[src/core/tpmcc_defs.svh]
// constants of the test mode pin mux and chip control block
`ifndef TPMCC_DEFS_SVH
`define TPMCC_DEFS_SVH

// register port geometry
`define TPMCC_AW             4
`define TPMCC_DW             8

// register offsets (word index on the plain register port)
`define TPMCC_REG_CTRL       4'h0
`define TPMCC_REG_STAT       4'h1
`define TPMCC_REG_ID         4'h2

// control register fields
`define TPMCC_CTRL_OVR_EN    0
`define TPMCC_CTRL_OVR_ONE   1
`define TPMCC_CTRL_RST       2'h0

// status register fields
`define TPMCC_STAT_STRAP_LSB 0
`define TPMCC_STAT_TEST      4
`define TPMCC_STAT_TWO_LANE  5
`define TPMCC_STAT_PWR_LSB   6

// identity read back on the register port and through the test port; value is arbitrary
`define TPMCC_ID_REG         8'h5A
`define TPMCC_IDCODE         32'h0A5C_3001

// test access port instructions
`define TPMCC_IR_LEN         4
`define TPMCC_IR_IDCODE      4'h1
`define TPMCC_IR_BYPASS      4'hF
`define TPMCC_DR_LEN         32

`endif

[src/core/tpmcc_pkg.sv]
// types of the test mode pin mux and chip control block
package tpmcc_pkg;

   // power sequencing: down -> hold -> run along a Gray path
   typedef enum logic [1:0]
   {
      PWR_DOWN = 2'b00,
      PWR_HOLD = 2'b01,
      PWR_RUN  = 2'b11
   } tpmcc_pwr_t;

   // test access port controller
   typedef enum logic [3:0]
   {
      TAP_RESET  = 4'h0,
      TAP_IDLE   = 4'h1,
      TAP_SEL_DR = 4'h3,
      TAP_CAP_DR = 4'h2,
      TAP_SH_DR  = 4'h6,
      TAP_EX1_DR = 4'h7,
      TAP_PA_DR  = 4'h5,
      TAP_EX2_DR = 4'h4,
      TAP_UP_DR  = 4'hC,
      TAP_SEL_IR = 4'hD,
      TAP_CAP_IR = 4'hF,
      TAP_SH_IR  = 4'hE,
      TAP_EX1_IR = 4'hA,
      TAP_PA_IR  = 4'hB,
      TAP_EX2_IR = 4'h9,
      TAP_UP_IR  = 4'h8
   } tpmcc_tap_t;

   // configuration straps as captured when the core leaves reset
   typedef struct packed
   {
      logic four;
      logic three;
      logic two;
      logic one;
   } tpmcc_straps_t;

   // chip status presented to the rest of the bridge
   typedef struct packed
   {
      logic          core_run;
      logic          deep_down;
      logic          test_active;
      logic          two_lane;
      tpmcc_straps_t straps;
   } tpmcc_status_t;

   // whole state of the chip control block
   typedef struct packed
   {
      tpmcc_pwr_t    pwr;
      tpmcc_straps_t straps;
      logic [1:0]    ctrl;
      logic [7:0]    rd_data;
      logic          tck_q;
      tpmcc_tap_t    tap;
      logic [3:0]    ir_sh;
      logic [3:0]    ir;
      logic [31:0]   dr_sh;
      logic          tdo;
   } tpmcc_state_t;

endpackage

[src/core/tpmcc_chip_ctrl.sv]
// chip control: power-down, chip reset, strap capture and test port pin mux
`timescale 1ns/1ps
`include "tpmcc_defs.svh"

module tpmcc_chip_ctrl
(
   input  wire logic                  clk,
   input  wire logic                  rst_n,
   input  wire logic                  power_down_in_n,
   input  wire logic                  test_select_in,
   input  wire logic                  strap_pin_one,
   input  wire logic                  strap_pin_two,
   input  wire logic                  strap_pin_three,
   input  wire logic                  strap_pin_four_in,
   output logic                       strap_pin_four_out,
   output logic                       strap_pin_four_oe,
   input  wire logic [`TPMCC_AW-1:0]  reg_addr,
   input  wire logic [`TPMCC_DW-1:0]  reg_wdata,
   input  wire logic                  reg_wr,
   input  wire logic                  reg_rd,
   output logic [`TPMCC_DW-1:0]       reg_rdata,
   output tpmcc_pkg::tpmcc_status_t   status
);
   import tpmcc_pkg::*;

   tpmcc_state_t q_ff;
   tpmcc_state_t nxt_q;
   logic         test_mode;
   logic         tck_rise;
   logic         tck_fall;
   logic         two_lane;

   // next state of the test access port controller
   function automatic tpmcc_tap_t tap_next(input tpmcc_tap_t st, input logic tms);
      tpmcc_tap_t n;
      n = st;
      unique case (st)
         TAP_RESET:  n = tms ? TAP_RESET  : TAP_IDLE;
         TAP_IDLE:   n = tms ? TAP_SEL_DR : TAP_IDLE;
         TAP_SEL_DR: n = tms ? TAP_SEL_IR : TAP_CAP_DR;
         TAP_CAP_DR: n = tms ? TAP_EX1_DR : TAP_SH_DR;
         TAP_SH_DR:  n = tms ? TAP_EX1_DR : TAP_SH_DR;
         TAP_EX1_DR: n = tms ? TAP_UP_DR  : TAP_PA_DR;
         TAP_PA_DR:  n = tms ? TAP_EX2_DR : TAP_PA_DR;
         TAP_EX2_DR: n = tms ? TAP_UP_DR  : TAP_SH_DR;
         TAP_UP_DR:  n = tms ? TAP_SEL_DR : TAP_IDLE;
         TAP_SEL_IR: n = tms ? TAP_RESET  : TAP_CAP_IR;
         TAP_CAP_IR: n = tms ? TAP_EX1_IR : TAP_SH_IR;
         TAP_SH_IR:  n = tms ? TAP_EX1_IR : TAP_SH_IR;
         TAP_EX1_IR: n = tms ? TAP_UP_IR  : TAP_PA_IR;
         TAP_PA_IR:  n = tms ? TAP_EX2_IR : TAP_PA_IR;
         TAP_EX2_IR: n = tms ? TAP_UP_IR  : TAP_SH_IR;
         TAP_UP_IR:  n = tms ? TAP_SEL_DR : TAP_IDLE;
      endcase
      return n;
   endfunction

   // default contents of every flip-flop in the block
   function automatic tpmcc_state_t state_default(input tpmcc_pwr_t pwr);
      tpmcc_state_t d;
      d         = '0;
      d.pwr     = pwr;
      d.ctrl    = `TPMCC_CTRL_RST;
      d.tap     = TAP_RESET;
      d.ir      = `TPMCC_IR_IDCODE;
      d.ir_sh   = `TPMCC_IR_IDCODE;
      return d;
   endfunction

   // the test port only exists while the core runs and test-select is high
   assign test_mode = test_select_in && (q_ff.pwr == PWR_RUN);

   // pins are synchronous to clk, so the test clock is used through edge enables
   assign tck_rise  = test_mode && strap_pin_one && !q_ff.tck_q;
   assign tck_fall  = test_mode && !strap_pin_one && q_ff.tck_q;

   // software may override the lane count taken from the strap
   assign two_lane  = q_ff.ctrl[`TPMCC_CTRL_OVR_EN] ?
                      !q_ff.ctrl[`TPMCC_CTRL_OVR_ONE] : !q_ff.straps.three;

   always_comb
   begin
      nxt_q         = q_ff;
      nxt_q.rd_data = '0;
      nxt_q.tck_q   = test_mode ? strap_pin_one : 1'b0;

      unique case (q_ff.pwr)
         PWR_DOWN:
         begin
            // deep power-down: nothing but the wake path is alive
            nxt_q = state_default(power_down_in_n ? PWR_HOLD : PWR_DOWN);
         end
         PWR_HOLD:
         begin
            // straps are caught on the way out of reset, in strap mode only
            nxt_q = state_default(power_down_in_n ? PWR_RUN : PWR_DOWN);
            if (power_down_in_n && !test_select_in)
            begin
               nxt_q.straps.one   = strap_pin_one;
               nxt_q.straps.two   = strap_pin_two;
               nxt_q.straps.three = strap_pin_three;
               nxt_q.straps.four  = strap_pin_four_in;
            end
         end
         PWR_RUN:
         begin
            if (!power_down_in_n)
            begin
               nxt_q = state_default(PWR_DOWN);
            end
            else
            begin
               // register port
               if (reg_wr && reg_addr == `TPMCC_REG_CTRL)
               begin
                  nxt_q.ctrl = reg_wdata[1:0];
               end
               if (reg_rd)
               begin
                  unique case (reg_addr)
                     `TPMCC_REG_CTRL: nxt_q.rd_data = {6'h00, q_ff.ctrl};
                     `TPMCC_REG_STAT: nxt_q.rd_data = {q_ff.pwr, two_lane, test_mode,
                                                       q_ff.straps};
                     `TPMCC_REG_ID:   nxt_q.rd_data = `TPMCC_ID_REG;
                     default:         nxt_q.rd_data = 8'h00;
                  endcase
               end

               // test access port; leaving test mode parks it in reset
               if (!test_mode)
               begin
                  nxt_q.tap   = TAP_RESET;
                  nxt_q.ir    = `TPMCC_IR_IDCODE;
                  nxt_q.ir_sh = `TPMCC_IR_IDCODE;
                  nxt_q.dr_sh = '0;
                  nxt_q.tdo   = 1'b0;
               end
               else if (tck_rise)
               begin
                  unique case (q_ff.tap)
                     TAP_RESET:
                     begin
                        nxt_q.ir = `TPMCC_IR_IDCODE;
                     end
                     TAP_CAP_DR:
                     begin
                        nxt_q.dr_sh = (q_ff.ir == `TPMCC_IR_IDCODE) ? `TPMCC_IDCODE : 32'h0;
                     end
                     TAP_SH_DR:
                     begin
                        // bypass is one bit long, the identity register 32
                        if (q_ff.ir == `TPMCC_IR_IDCODE)
                        begin
                           nxt_q.dr_sh = {strap_pin_three, q_ff.dr_sh[31:1]};
                        end
                        else
                        begin
                           nxt_q.dr_sh = {31'h0, strap_pin_three};
                        end
                     end
                     TAP_CAP_IR:
                     begin
                        nxt_q.ir_sh = 4'h1;
                     end
                     TAP_SH_IR:
                     begin
                        nxt_q.ir_sh = {strap_pin_three, q_ff.ir_sh[3:1]};
                     end
                     TAP_UP_IR:
                     begin
                        // unknown codes fall back to bypass
                        nxt_q.ir = (q_ff.ir_sh == `TPMCC_IR_IDCODE) ?
                                   `TPMCC_IR_IDCODE : `TPMCC_IR_BYPASS;
                     end
                     default:
                     begin
                        nxt_q.ir = q_ff.ir;
                     end
                  endcase
                  nxt_q.tap = tap_next(q_ff.tap, strap_pin_two);
               end
               else if (tck_fall)
               begin
                  // output data changes on the falling test clock edge
                  if (q_ff.tap == TAP_SH_DR)
                  begin
                     nxt_q.tdo = q_ff.dr_sh[0];
                  end
                  else if (q_ff.tap == TAP_SH_IR)
                  begin
                     nxt_q.tdo = q_ff.ir_sh[0];
                  end
               end
            end
         end
      endcase
   end

   // reset holds the block in the hold state; release replays the default load
   always_ff @(posedge clk)
   begin
      if (!rst_n)
      begin
         q_ff <= state_default(PWR_HOLD);
      end
      else
      begin
         q_ff <= nxt_q;
      end
   end

   // pin four is driven only while the test port owns it
   assign strap_pin_four_out = test_mode ? q_ff.tdo : 1'b0;
   assign strap_pin_four_oe  = test_mode;

   assign reg_rdata          = q_ff.rd_data;

   assign status.core_run    = (q_ff.pwr == PWR_RUN);
   assign status.deep_down   = (q_ff.pwr == PWR_DOWN);
   assign status.test_active = test_mode;
   assign status.two_lane    = two_lane;
   assign status.straps      = q_ff.straps;

endmodule

[config.mk]
export PLATFORM = sky130hd
export DESIGN_NAME = tpmcc_chip_ctrl
export DESIGN_NICKNAME = d
export VERILOG_FILES = /design/src/core/tpmcc_pkg.sv /design/src/core/tpmcc_chip_ctrl.sv
export VERILOG_INCLUDE_DIRS = /design/src /design/src/core
export SDC_FILE = /design/constraint.sdc
export NUM_CORES = 1
export LEC_CHECK = 0
export ABC_AREA = 1
export BUFFER_PORTS_ARGS = -buffer_cell sky130_fd_sc_hd__clkbuf_2
export CELL_PAD_IN_SITES_DETAIL_PLACEMENT = 1
export CELL_PAD_IN_SITES_GLOBAL_PLACEMENT = 1
export CORE_ASPECT_RATIO = 0.5
export CORE_MARGIN = 3
export CORE_UTILIZATION = 37
export CTS_CLUSTER_SIZE = 28
export DETAILED_ROUTE_END_ITERATION = 10
export PLACE_DENSITY_LB_ADDON = 0.15
export REMOVE_ABC_BUFFERS = 1
export SLEW_MARGIN = 20
export SYNTH_ARGS = -nofsm -noshare
export SYNTH_HDL_FRONTEND = slang
export SYNTH_SLANG_ARGS = --single-unit
[constraint.sdc]
create_clock -name clk -period 1.4 [get_ports clk]
set_clock_uncertainty 0.1 [all_clocks]
set_input_delay 0.14 -clock clk [delete_from_list [all_inputs] [get_ports clk]]
set_output_delay 0.14 -clock clk [all_outputs]
set_load 0.01 [all_outputs]
# After elaboration in Yosys (flattened, before gate mapping)
# Cells that the tools add are included.
op_classes:
  n_eq_ne: 30
  reduce_logical: 22
  muxes: 39
ops:
  columns: ["op", "count"]
  rows:
  - ["62-bit one-hot mux with 3 select lines", 1]
  - ["45-bit two-way mux", 2]
  - ["32-bit one-hot mux with 2 select lines", 1]
  - ["4-bit one-hot mux with 12 select lines", 1]
  - ["44-bit two-way mux", 1]
  - ["4-bit == test, second input constant", 8]
  - ["32-bit two-way mux", 1]
  - ["28-bit two-way mux", 1]
  - ["4-bit two-way mux", 6]
  - ["8-bit one-hot mux with 3 select lines", 1]
  - ["5-bit by 3-bit != test with 1-bit output, second input constant", 4]
  - ["4-bit by 1-bit == test with 1-bit output, second input constant", 4]
  - ["4-bit by 3-bit == test with 1-bit output, second input constant", 4]
  - ["4-bit one-hot mux with 2 select lines", 2]
  - ["4-bit by 2-bit == test with 1-bit output, second input constant", 3]
  - ["1-bit two-way mux", 12]
  - ["10-bit two-way mux", 1]
  - ["2-bit two-way mux", 5]
  - ["4-bit zero test", 2]
  - ["8-bit two-way mux", 1]
  - ["4-bit by 3-bit != test with 1-bit output, second input constant", 2]
  - ["1-bit logical AND", 7]
  - ["3-bit two-way mux", 2]
  - ["6-bit two-way mux", 1]
  - ["other kinds (11)", 18]
word_totals:
  out_inout_bits: 18
  ff_bits: 62
  inputBits: 22

# Longest topological paths before layout
# Gate-level depths: netlist of run 1.
depth:
  word_depth: 9
  depth_mapped: 10
  mapped_depth_nobuf: 10

# Worst setup path before layout of run 1
# OpenSTA, ideal clock, no wires.
synth_path:
  kind: "flip-flop to flip-flop"
  start: "register q_ff[60] (netlist name)"
  end: "register q_ff[15] (netlist name)"
  slack_ps: -96
  stages_incl_launch_ff: 9
  setup_ps: 115
  t_arrival_ps: 1281
  period_less_slack_ps: 1496
  required_time_ps: 1185
  n_path_buf: 1
  path_cell_list: "dfxtp_1 nand2_2 nor2_8 nand3_2 nor2_4 nor2_4 buf_2 nand3_1 o21ai_2"
synth_between:
  elab_chain_len: 6
  word_cells_on_any_way: 12
  classes_between: "eq/ne: 4; mux: 3; reduce/logical: 5"
synth_rtl:
  columns: ["item", "line", "source"]
  rows:
  - ["start, declared", "tpmcc_chip_ctrl.sv:26", "tpmcc_state_t q_ff;"]
  - ["start signal, assigned", "tpmcc_chip_ctrl.sv:204", "q_ff <= state_default(PWR_HOLD);"]
  - ["start signal, assigned", "tpmcc_chip_ctrl.sv:208", "q_ff <= nxt_q;"]
  - ["2-bit == test *", "tpmcc_chip_ctrl.sv:71", "assign test_mode = test_select_in && (q_ff.pwr == PWR_RUN);"]
  - ["1-bit logical AND *", "tpmcc_chip_ctrl.sv:71", null]
  - ["net strap_pin_four_oe", "tpmcc_chip_ctrl.sv:16", "output logic strap_pin_four_oe,"]
  - ["1-bit logical AND (2 in a row)", "tpmcc_chip_ctrl.sv:74", "assign tck_rise = test_mode && strap_pin_one && !q_ff.tck_q;"]
  - ["4-bit by 3-bit != test with 1-bit output (no line)", null, null]
  - ["2-bit AND reduction (no line)", null, null]
# Mark *: on every way through the listed nets, which the timed path passes. The rest lies on a longest branch.
# A chain may end at the register's enable or synchronous reset.

# Worst setup path after layout of run 1
layout_path:
  start: "register q_ff[61] (netlist name)"
  end: "register q_ff[37] (netlist name)"
layout_between:
  elab_chain_len: 6
  word_cells_on_any_way: 12
  classes_between: "eq/ne: 4; mux: 3; reduce/logical: 5"
layout_rtl:
  columns: ["item", "line"]
  rows:
  - ["2-bit == test", "tpmcc_chip_ctrl.sv:71, tpmcc_chip_ctrl.sv:87"]
  - ["1-bit logical AND", "tpmcc_chip_ctrl.sv:71"]
  - ["1-bit logical AND (2 in a row)", "tpmcc_chip_ctrl.sv:74"]
  - ["4-bit by 3-bit != test with 1-bit output (no line)", null]
  - ["2-bit AND reduction (no line)", null]
# Several ways; a longest one is shown, not always the timed one.

==> flow_summary.yaml, run 1 <==
place:
  gp_congestion: 0.809
  portBuffers: 33
  hpwl_mm: 5.92
  post-place-ws_ps: -336
power_and_ir_drop:
  p_seq_frac: 0.401
  p_comb_frac: 0.060
  power_density_mw_per_mm2: 1050
  pwr-share-clk: 0.539
  p_switching_mw: 0.921
  switching_share: 0.217
  ir_worst_vdd_v: 0.000636
  internal_power_mw: 3.32
  power_mw: 4.24
  power.leakage_nw: 1.71
detailed_routing:
  wl_per_cell_um: 19.6
  route.detailed.drc: 0
  top_layer: "met4"
  wl_met3_um: 564
  drt_wl_total_mm: 10.7
  ant_nets: 0
  wl_met1_mm: 4.59
  viasPerCell: 5.36
  drt-pass1-iter-count: 4
  vias: 2924
  drt_iter0_drc: 158
  wl_met2_mm: 5.36
hold_path:
  worstHoldStart: "reg_rd"
  min_delay_worst_endpoint: "reg_rdata[6]"
  hold_depth: 3
  min_path_type: "in2reg"
clock_tree:
  cts_max_level: 3
  clock_sinks: 59
  cts_buffers: 9
  clockBufferDepth: 2
  cts_tree: "yes"
  clock-root-buffer: "clkbuf_16"
  insertion_delay_ps: 330
  cts.clk_slew.worst_paths_ps: 50
run:
  drv_cap: 0
grt:
  grt_overflow: 0
  grt_usage: 0.214
  grt_pass1_vias: 2879
  antenna_found_initial: 0
  grt_first_pass_wirelength_mm: 14.2
  grt_max_degree: 33
critical_path:
  reg2reg_to: "q_ff[37]"
  reg2reg_slack_ps: -270
  reg2reg_from: "q_ff[61]"
  cp_max_fo: 3
  critPathKind: "reg2reg"
  required_ps: 1520
  cp.arrival_ps: 1790
  worstSetupStartpointType: "register"
  r2r.worst_path.cells: 9
  endpoint_kind: "register"
sta:
  max_slew_margin: 0.782
  rsz0062_at_grt: "yes"
  min_period_ps: 1670
  setup_tns_ps: -8980
  period_share: 1.19
  worstMarginPinSlew_ps: 326
  fmax_ghz: 0.600
  drv_slew: 0
  worst_slack_ps: -267
  finalSetupViolations: 46
  final_hold_viol_count: 0
final_layout:
  layout-drive-gt1-share: 0.423
  diodes: 0
  final.fill_count: 846
  syn_to_final_growth_pct: 44.6
  nets: 473
die:
  die_h_um: 67.5
  start_util: 0.400
  rows: 21
  dieArea_mm2: 0.00870
  io_pins: 40
  fp.coreArea_mm2: 0.00699
  fp.dieW_um: 129
logic_synthesis:
  synth_seq_area_share: 0.422
  yosysWarnings: 0
  ys_async_sr_fraction: 0
  yosysUniqueCellTypes: 31
  syn_area_mm2: 0.00280
  ys_ff_latch: 59
  synth_flop_cell: "dfxtp_1"
  synthCells: 380
  synth-edff-count: 0
  postSynthAreaPerCell_um2: 7.36
status:
  status: "complete, but fails checks"
  violations: "negative setup slack"
[routing by layer]
metal,GRT usage,vias up
li1,-,1380
met1,0.257,1444
met2,0.375,77
met3,0.0679,23
met4,0.0602,0
met5,0,-
[worst max-delay path, stage by stage, from the launching register on]
cell,delay (ps)
dfxtp_2,350
nand2_4,70
buf_12,130
nor2_8,140
buf_4,170
nand4_1,180
nor2_2,220
inv_2,60
o22ai_2,80
nand2_1,60
[synthesized netlist by cell type, types with 2 or more instances]
| cell | instances | area (um^2) |
|---|---|---|
| inv_1 | 29 | 109 |
| nand2_1 | 83 | 312 |
| nand3_1 | 45 | 225 |
| nand4_1 | 2 | 12.5 |
| a32o_1 | 2 | 20.0 |
| buf_6 | 2 | 22.5 |
| a21oi_1 | 17 | 85.1 |
| buf_4 | 14 | 105 |
| nand2_2 | 4 | 25.0 |
| o21ai_1 | 10 | 50.1 |
| o22ai_1 | 2 | 12.5 |
| o21ai_2 | 20 | 175 |
| nor2_2 | 3 | 18.8 |
| clkbuf_1 | 4 | 15.0 |
| inv_2 | 4 | 15.0 |
| o211ai_1 | 4 | 30.0 |
| nor2_1 | 36 | 135 |
| nor2_4 | 3 | 33.8 |
| buf_2 | 5 | 25.0 |
| buf_1 | 4 | 15.0 |
| dfxtp_1 | 59 | 1180 |
| o21ai_0 | 17 | 85.1 |
| nor3_1 | 3 | 15.0 |
[through the flow]
| step | hold slack (ps) | instances | utilization | instance area (um^2) |
|---|---|---|---|---|
| floorplan | 109 | 351 | - | 2610 |
| global placement | 273 | 517 | 0.460 | 3210 |
| detailed placement | 285 | 517 | 0.460 | 3210 |
| CTS | 31.0 | 538 | 0.530 | 3710 |
| global route | 81.0 | 546 | 0.578 | 4040 |
| finish | 47.3 | 546 | 0.578 | 4040 |
[sequential cells by signal (all words and copies together), names as in the netlist]
register and cells:
reg_rdata 8, status 4, q_ff 47
[worst max path at each step]
stage | start | to | slack [ps]
3_3_place_gp | q_ff[60] | q_ff[17] | -250
2_1_floorplan | q_ff[60] | q_ff[10] | -270
4_1_cts | q_ff[61] | q_ff[44] | -180
5_1_grt | q_ff[60] | q_ff[37] | -370
3_5_place_dp | q_ff[60] | q_ff[3] | -340
6_report | q_ff[61] | q_ff[37] | -270
[what timing repair did]
| item | 4_1_cts | 5_1_grt |
|---|---|---|
| resized for setup | 33 | 72 |
| pin swaps | 11 | 20 |
| hold buffers | 3 | 0 |
| buffers inserted | 3 | 4 |
| setup endpoints to repair | 46 | 50 |
| cloned | 1 | 4 |
| endpoints found under the hold margin | 3 | 0 |
[layout make-up]
| type | instances | area [um^2] | area share |
|---|---|---|---|
| clock inverters | 3 | 65.1 | 0.0161 |
| inverters | 35 | 144 | 0.0356 |
| well taps | 92 | 115 | 0.0285 |
| clock buffers | 11 | 233 | 0.0576 |
| multi-input cells | 260 | 1610 | 0.398 |
| repair buffers | 86 | 687 | 0.170 |
| flip-flops and latches | 59 | 1190 | 0.294 |
[kinds of logic after synthesis]
| kind of cell | count (synthesis) | synth area share |
|---|---|---|
| AND/OR/NAND/NOR | 185 | 0.300 |
| AO/OA/AOI/OAI | 72 | 0.164 |
| buffers and inverters | 64 | 0.114 |
| flip-flops | 59 | 0.422 |
[layout by cell type, fill, tap and decap left out, drive strengths merged]
cell | synthesis | routed
a21oi | 17 | 17
a32o | 2 | 2
and2 | 1 | 1
buf | 25 | 51
bufinv | 0 | 2
clkbuf | 4 | 43
clkinv | 1 | 2
dfxtp | 59 | 59
dlygate4sd3 | 0 | 3
inv | 34 | 34
nand2 | 88 | 88
nand3 | 46 | 46
nand3b | 1 | 1
nand4 | 2 | 2
nor2 | 43 | 46
nor3 | 3 | 3
nor4 | 1 | 1
o211ai | 4 | 4
o21ai | 47 | 47
o22ai | 2 | 2
[power groups by stage]
stage / clock (mW) / sequential [mW] / combinational [mW]
after global routing: 2.38 / 1.70 / 0.274
after floorplan: 0 / 1.73 / 0.0650
final: 2.28 / 1.70 / 0.254
after CTS: 2.29 / 1.70 / 0.217
after global placement: 0 / 1.73 / 0.180
after detailed placement: 0 / 1.73 / 0.187
Note: power is estimated with default switching activity, not from simulation.
==> run 2, diff against run 1 <==
Settings changed: CORE_UTILIZATION 37 to 44, SKIP_LAST_GASP set to 1.
Clock period 1.4 ns to 2 ns, I/O delays scaled along.
==> flow_summary.yaml, run 2 (same netlist as run 1, synthesis figures left out) <==
critical_path:
  critPathBufInv: 0
  cpLargestDelayFamily: "simple AND/OR/NAND/NOR gates"
  worstSetupStartpointType: "register"
  required_ps: 2160
  reg2reg_slack_ps: 140
  cp_max_fo: 17
  critPathKind: "reg2reg"
  crit_slowest_cell: "nor2_2"
  path_cells: "nand2_2, nor2_8, nand2_4, nor2_2, nand3_1, o21ai_2"
  endpoint_kind: "register"
  slowest_delay_ps: 560
  cp.arrival_ps: 2030
sta:
  min_period_ps: 1860
  period_share: 0.932
  setup_tns_ps: 0
  finalSetupViolations: 0
  drv_slew: 0
  final_hold_viol_count: 0
  worstMarginPinSlew_ps: 693
  fmax_ghz: 0.536
  max_slew_margin: 0.537
  rsz0062_at_grt: "no"
clock_tree:
  post_cts_resized: 0
  insertion_delay_ps: 330
  clock-root-buffer: "clkbuf_16"
  cts_max_level: 3
  cts_buffers: 9
  clockBufferDepth: 2
  cts.clk_slew.worst_paths_ps: 50
  clock_sinks: 59
  cts_tree: "yes"
  postCtsSetupRepairBufs: 0
detailed_routing:
  vias: 2620
  drt_wl_total_mm: 7.70
  wl_per_cell_um: 15.5
  ant_nets: 0
  viasPerCell: 5.29
  drt-pass1-iter-count: 4
  drt_iter0_drc: 181
  route.detailed.drc: 0
die:
  fp.dieW_um: 119
  start_util: 0.482
  dieArea_mm2: 0.00741
  rows: 19
  io_pins: 40
  fp.coreArea_mm2: 0.00580
  die_h_um: 62.4
grt:
  grt_overflow: 0
  antenna_found_initial: 0
  grt_first_pass_wirelength_mm: 13.0
  grt_usage: 0.224
  grt_pass1_vias: 2655
  grt_max_degree: 61
run:
  drv_cap: 0
place:
  place_area_mm2: 0.00296
  gp_congestion: 0.897
  portBuffers: 33
  hpwl_mm: 5.32
final_layout:
  final.fill_count: 771
  design_area_mm2: 0.00327
  layout-drive-gt1-share: 0.231
  nets: 428
  final_cell_mix: "83 x nand2_1, 59 x dfxtp_1, 45 x nand3_1"
  layout_commonest_cell: "nand2_1"
  largest-register: "q_ff"
  syn_to_final_growth_pct: 17.0
  diodes: 0
  largest_reg_flops: 47
hold_path:
  min_path_type: "in2reg"
status:
  status: "complete, no violations"
power_and_ir_drop:
  ir_worst_vdd_v: 0.000584
  power.leakage_nw: 1.36
  power_density_mw_per_mm2: 851
-- run 2: final cells by class --
cell class,count,area [um^2],area share
Clock buffer,15,288,0.0879
Clock inverter,1,5.00,0.00153
Inverter,35,136,0.0417
Multi-Input combinational cell,258,1300,0.398
Sequential cell,59,1180,0.361
Tap cell,84,105,0.0321
Timing Repair Buffer,43,255,0.0780
-- run 2: stage by stage --
| step | utilization | power [mW] | cells | setup WS [ps] | hold WS, ps |
|---|---|---|---|---|---|
| 2_1_floorplan | - | 1.26 | 351 | 326 | 169 |
| 4_1_cts | 0.563 | 2.81 | 494 | 28.5 | 15.6 |
| 3_3_place_gp | 0.511 | 1.32 | 477 | 198 | 335 |
| 6_report | 0.564 | 2.79 | 495 | 135 | 31.0 |
| 3_5_place_dp | 0.511 | 1.32 | 477 | 89.1 | 350 |
| 5_1_grt | 0.564 | 2.91 | 495 | 6.95 | 33.3 |
-- run 2: tightest hold or removal path: cells and delay by family --
| family | cells | cell delay (ps) |
|---|---|---|
| compound gates | 1 | 60 |
| buf+inv | 1 | 80 |
| simple gates | 1 | 60 |
-- run 2: per-layer routing --
metal	wire length [um]	GRT usage
met4	93	0.0938
met3	447	0.0796
met2	3720	0.365
met5	0	0
met1	3440	0.270
-- run 2: power by group --
group	leakage (nW)	switching (mW)	internal [mW]
Clock	0.146	0.510	0.971
Combinational	0.735	0.0811	0.0349
Sequential	0.476	0.00503	1.18
Total	1.36	0.596	2.19
-- run 2: what timing repair did --
item,CTS,global route
setup endpoints to repair,0,31
hold buffers,1,0
hold endpoints to repair,1,0
-- run 2: final timing paths --
| path | start | to | cells after the start |
|---|---|---|---|
| worst max-delay path | q_ff[60] | q_ff[29] | 6 |
| worst min-delay path | reg_wdata[1] | q_ff[55] | 3 |
| worst max register to register | q_ff[60] | q_ff[29] | 6 |
| worst min register to register | q_ff[12] | q_ff[11] | 2 |
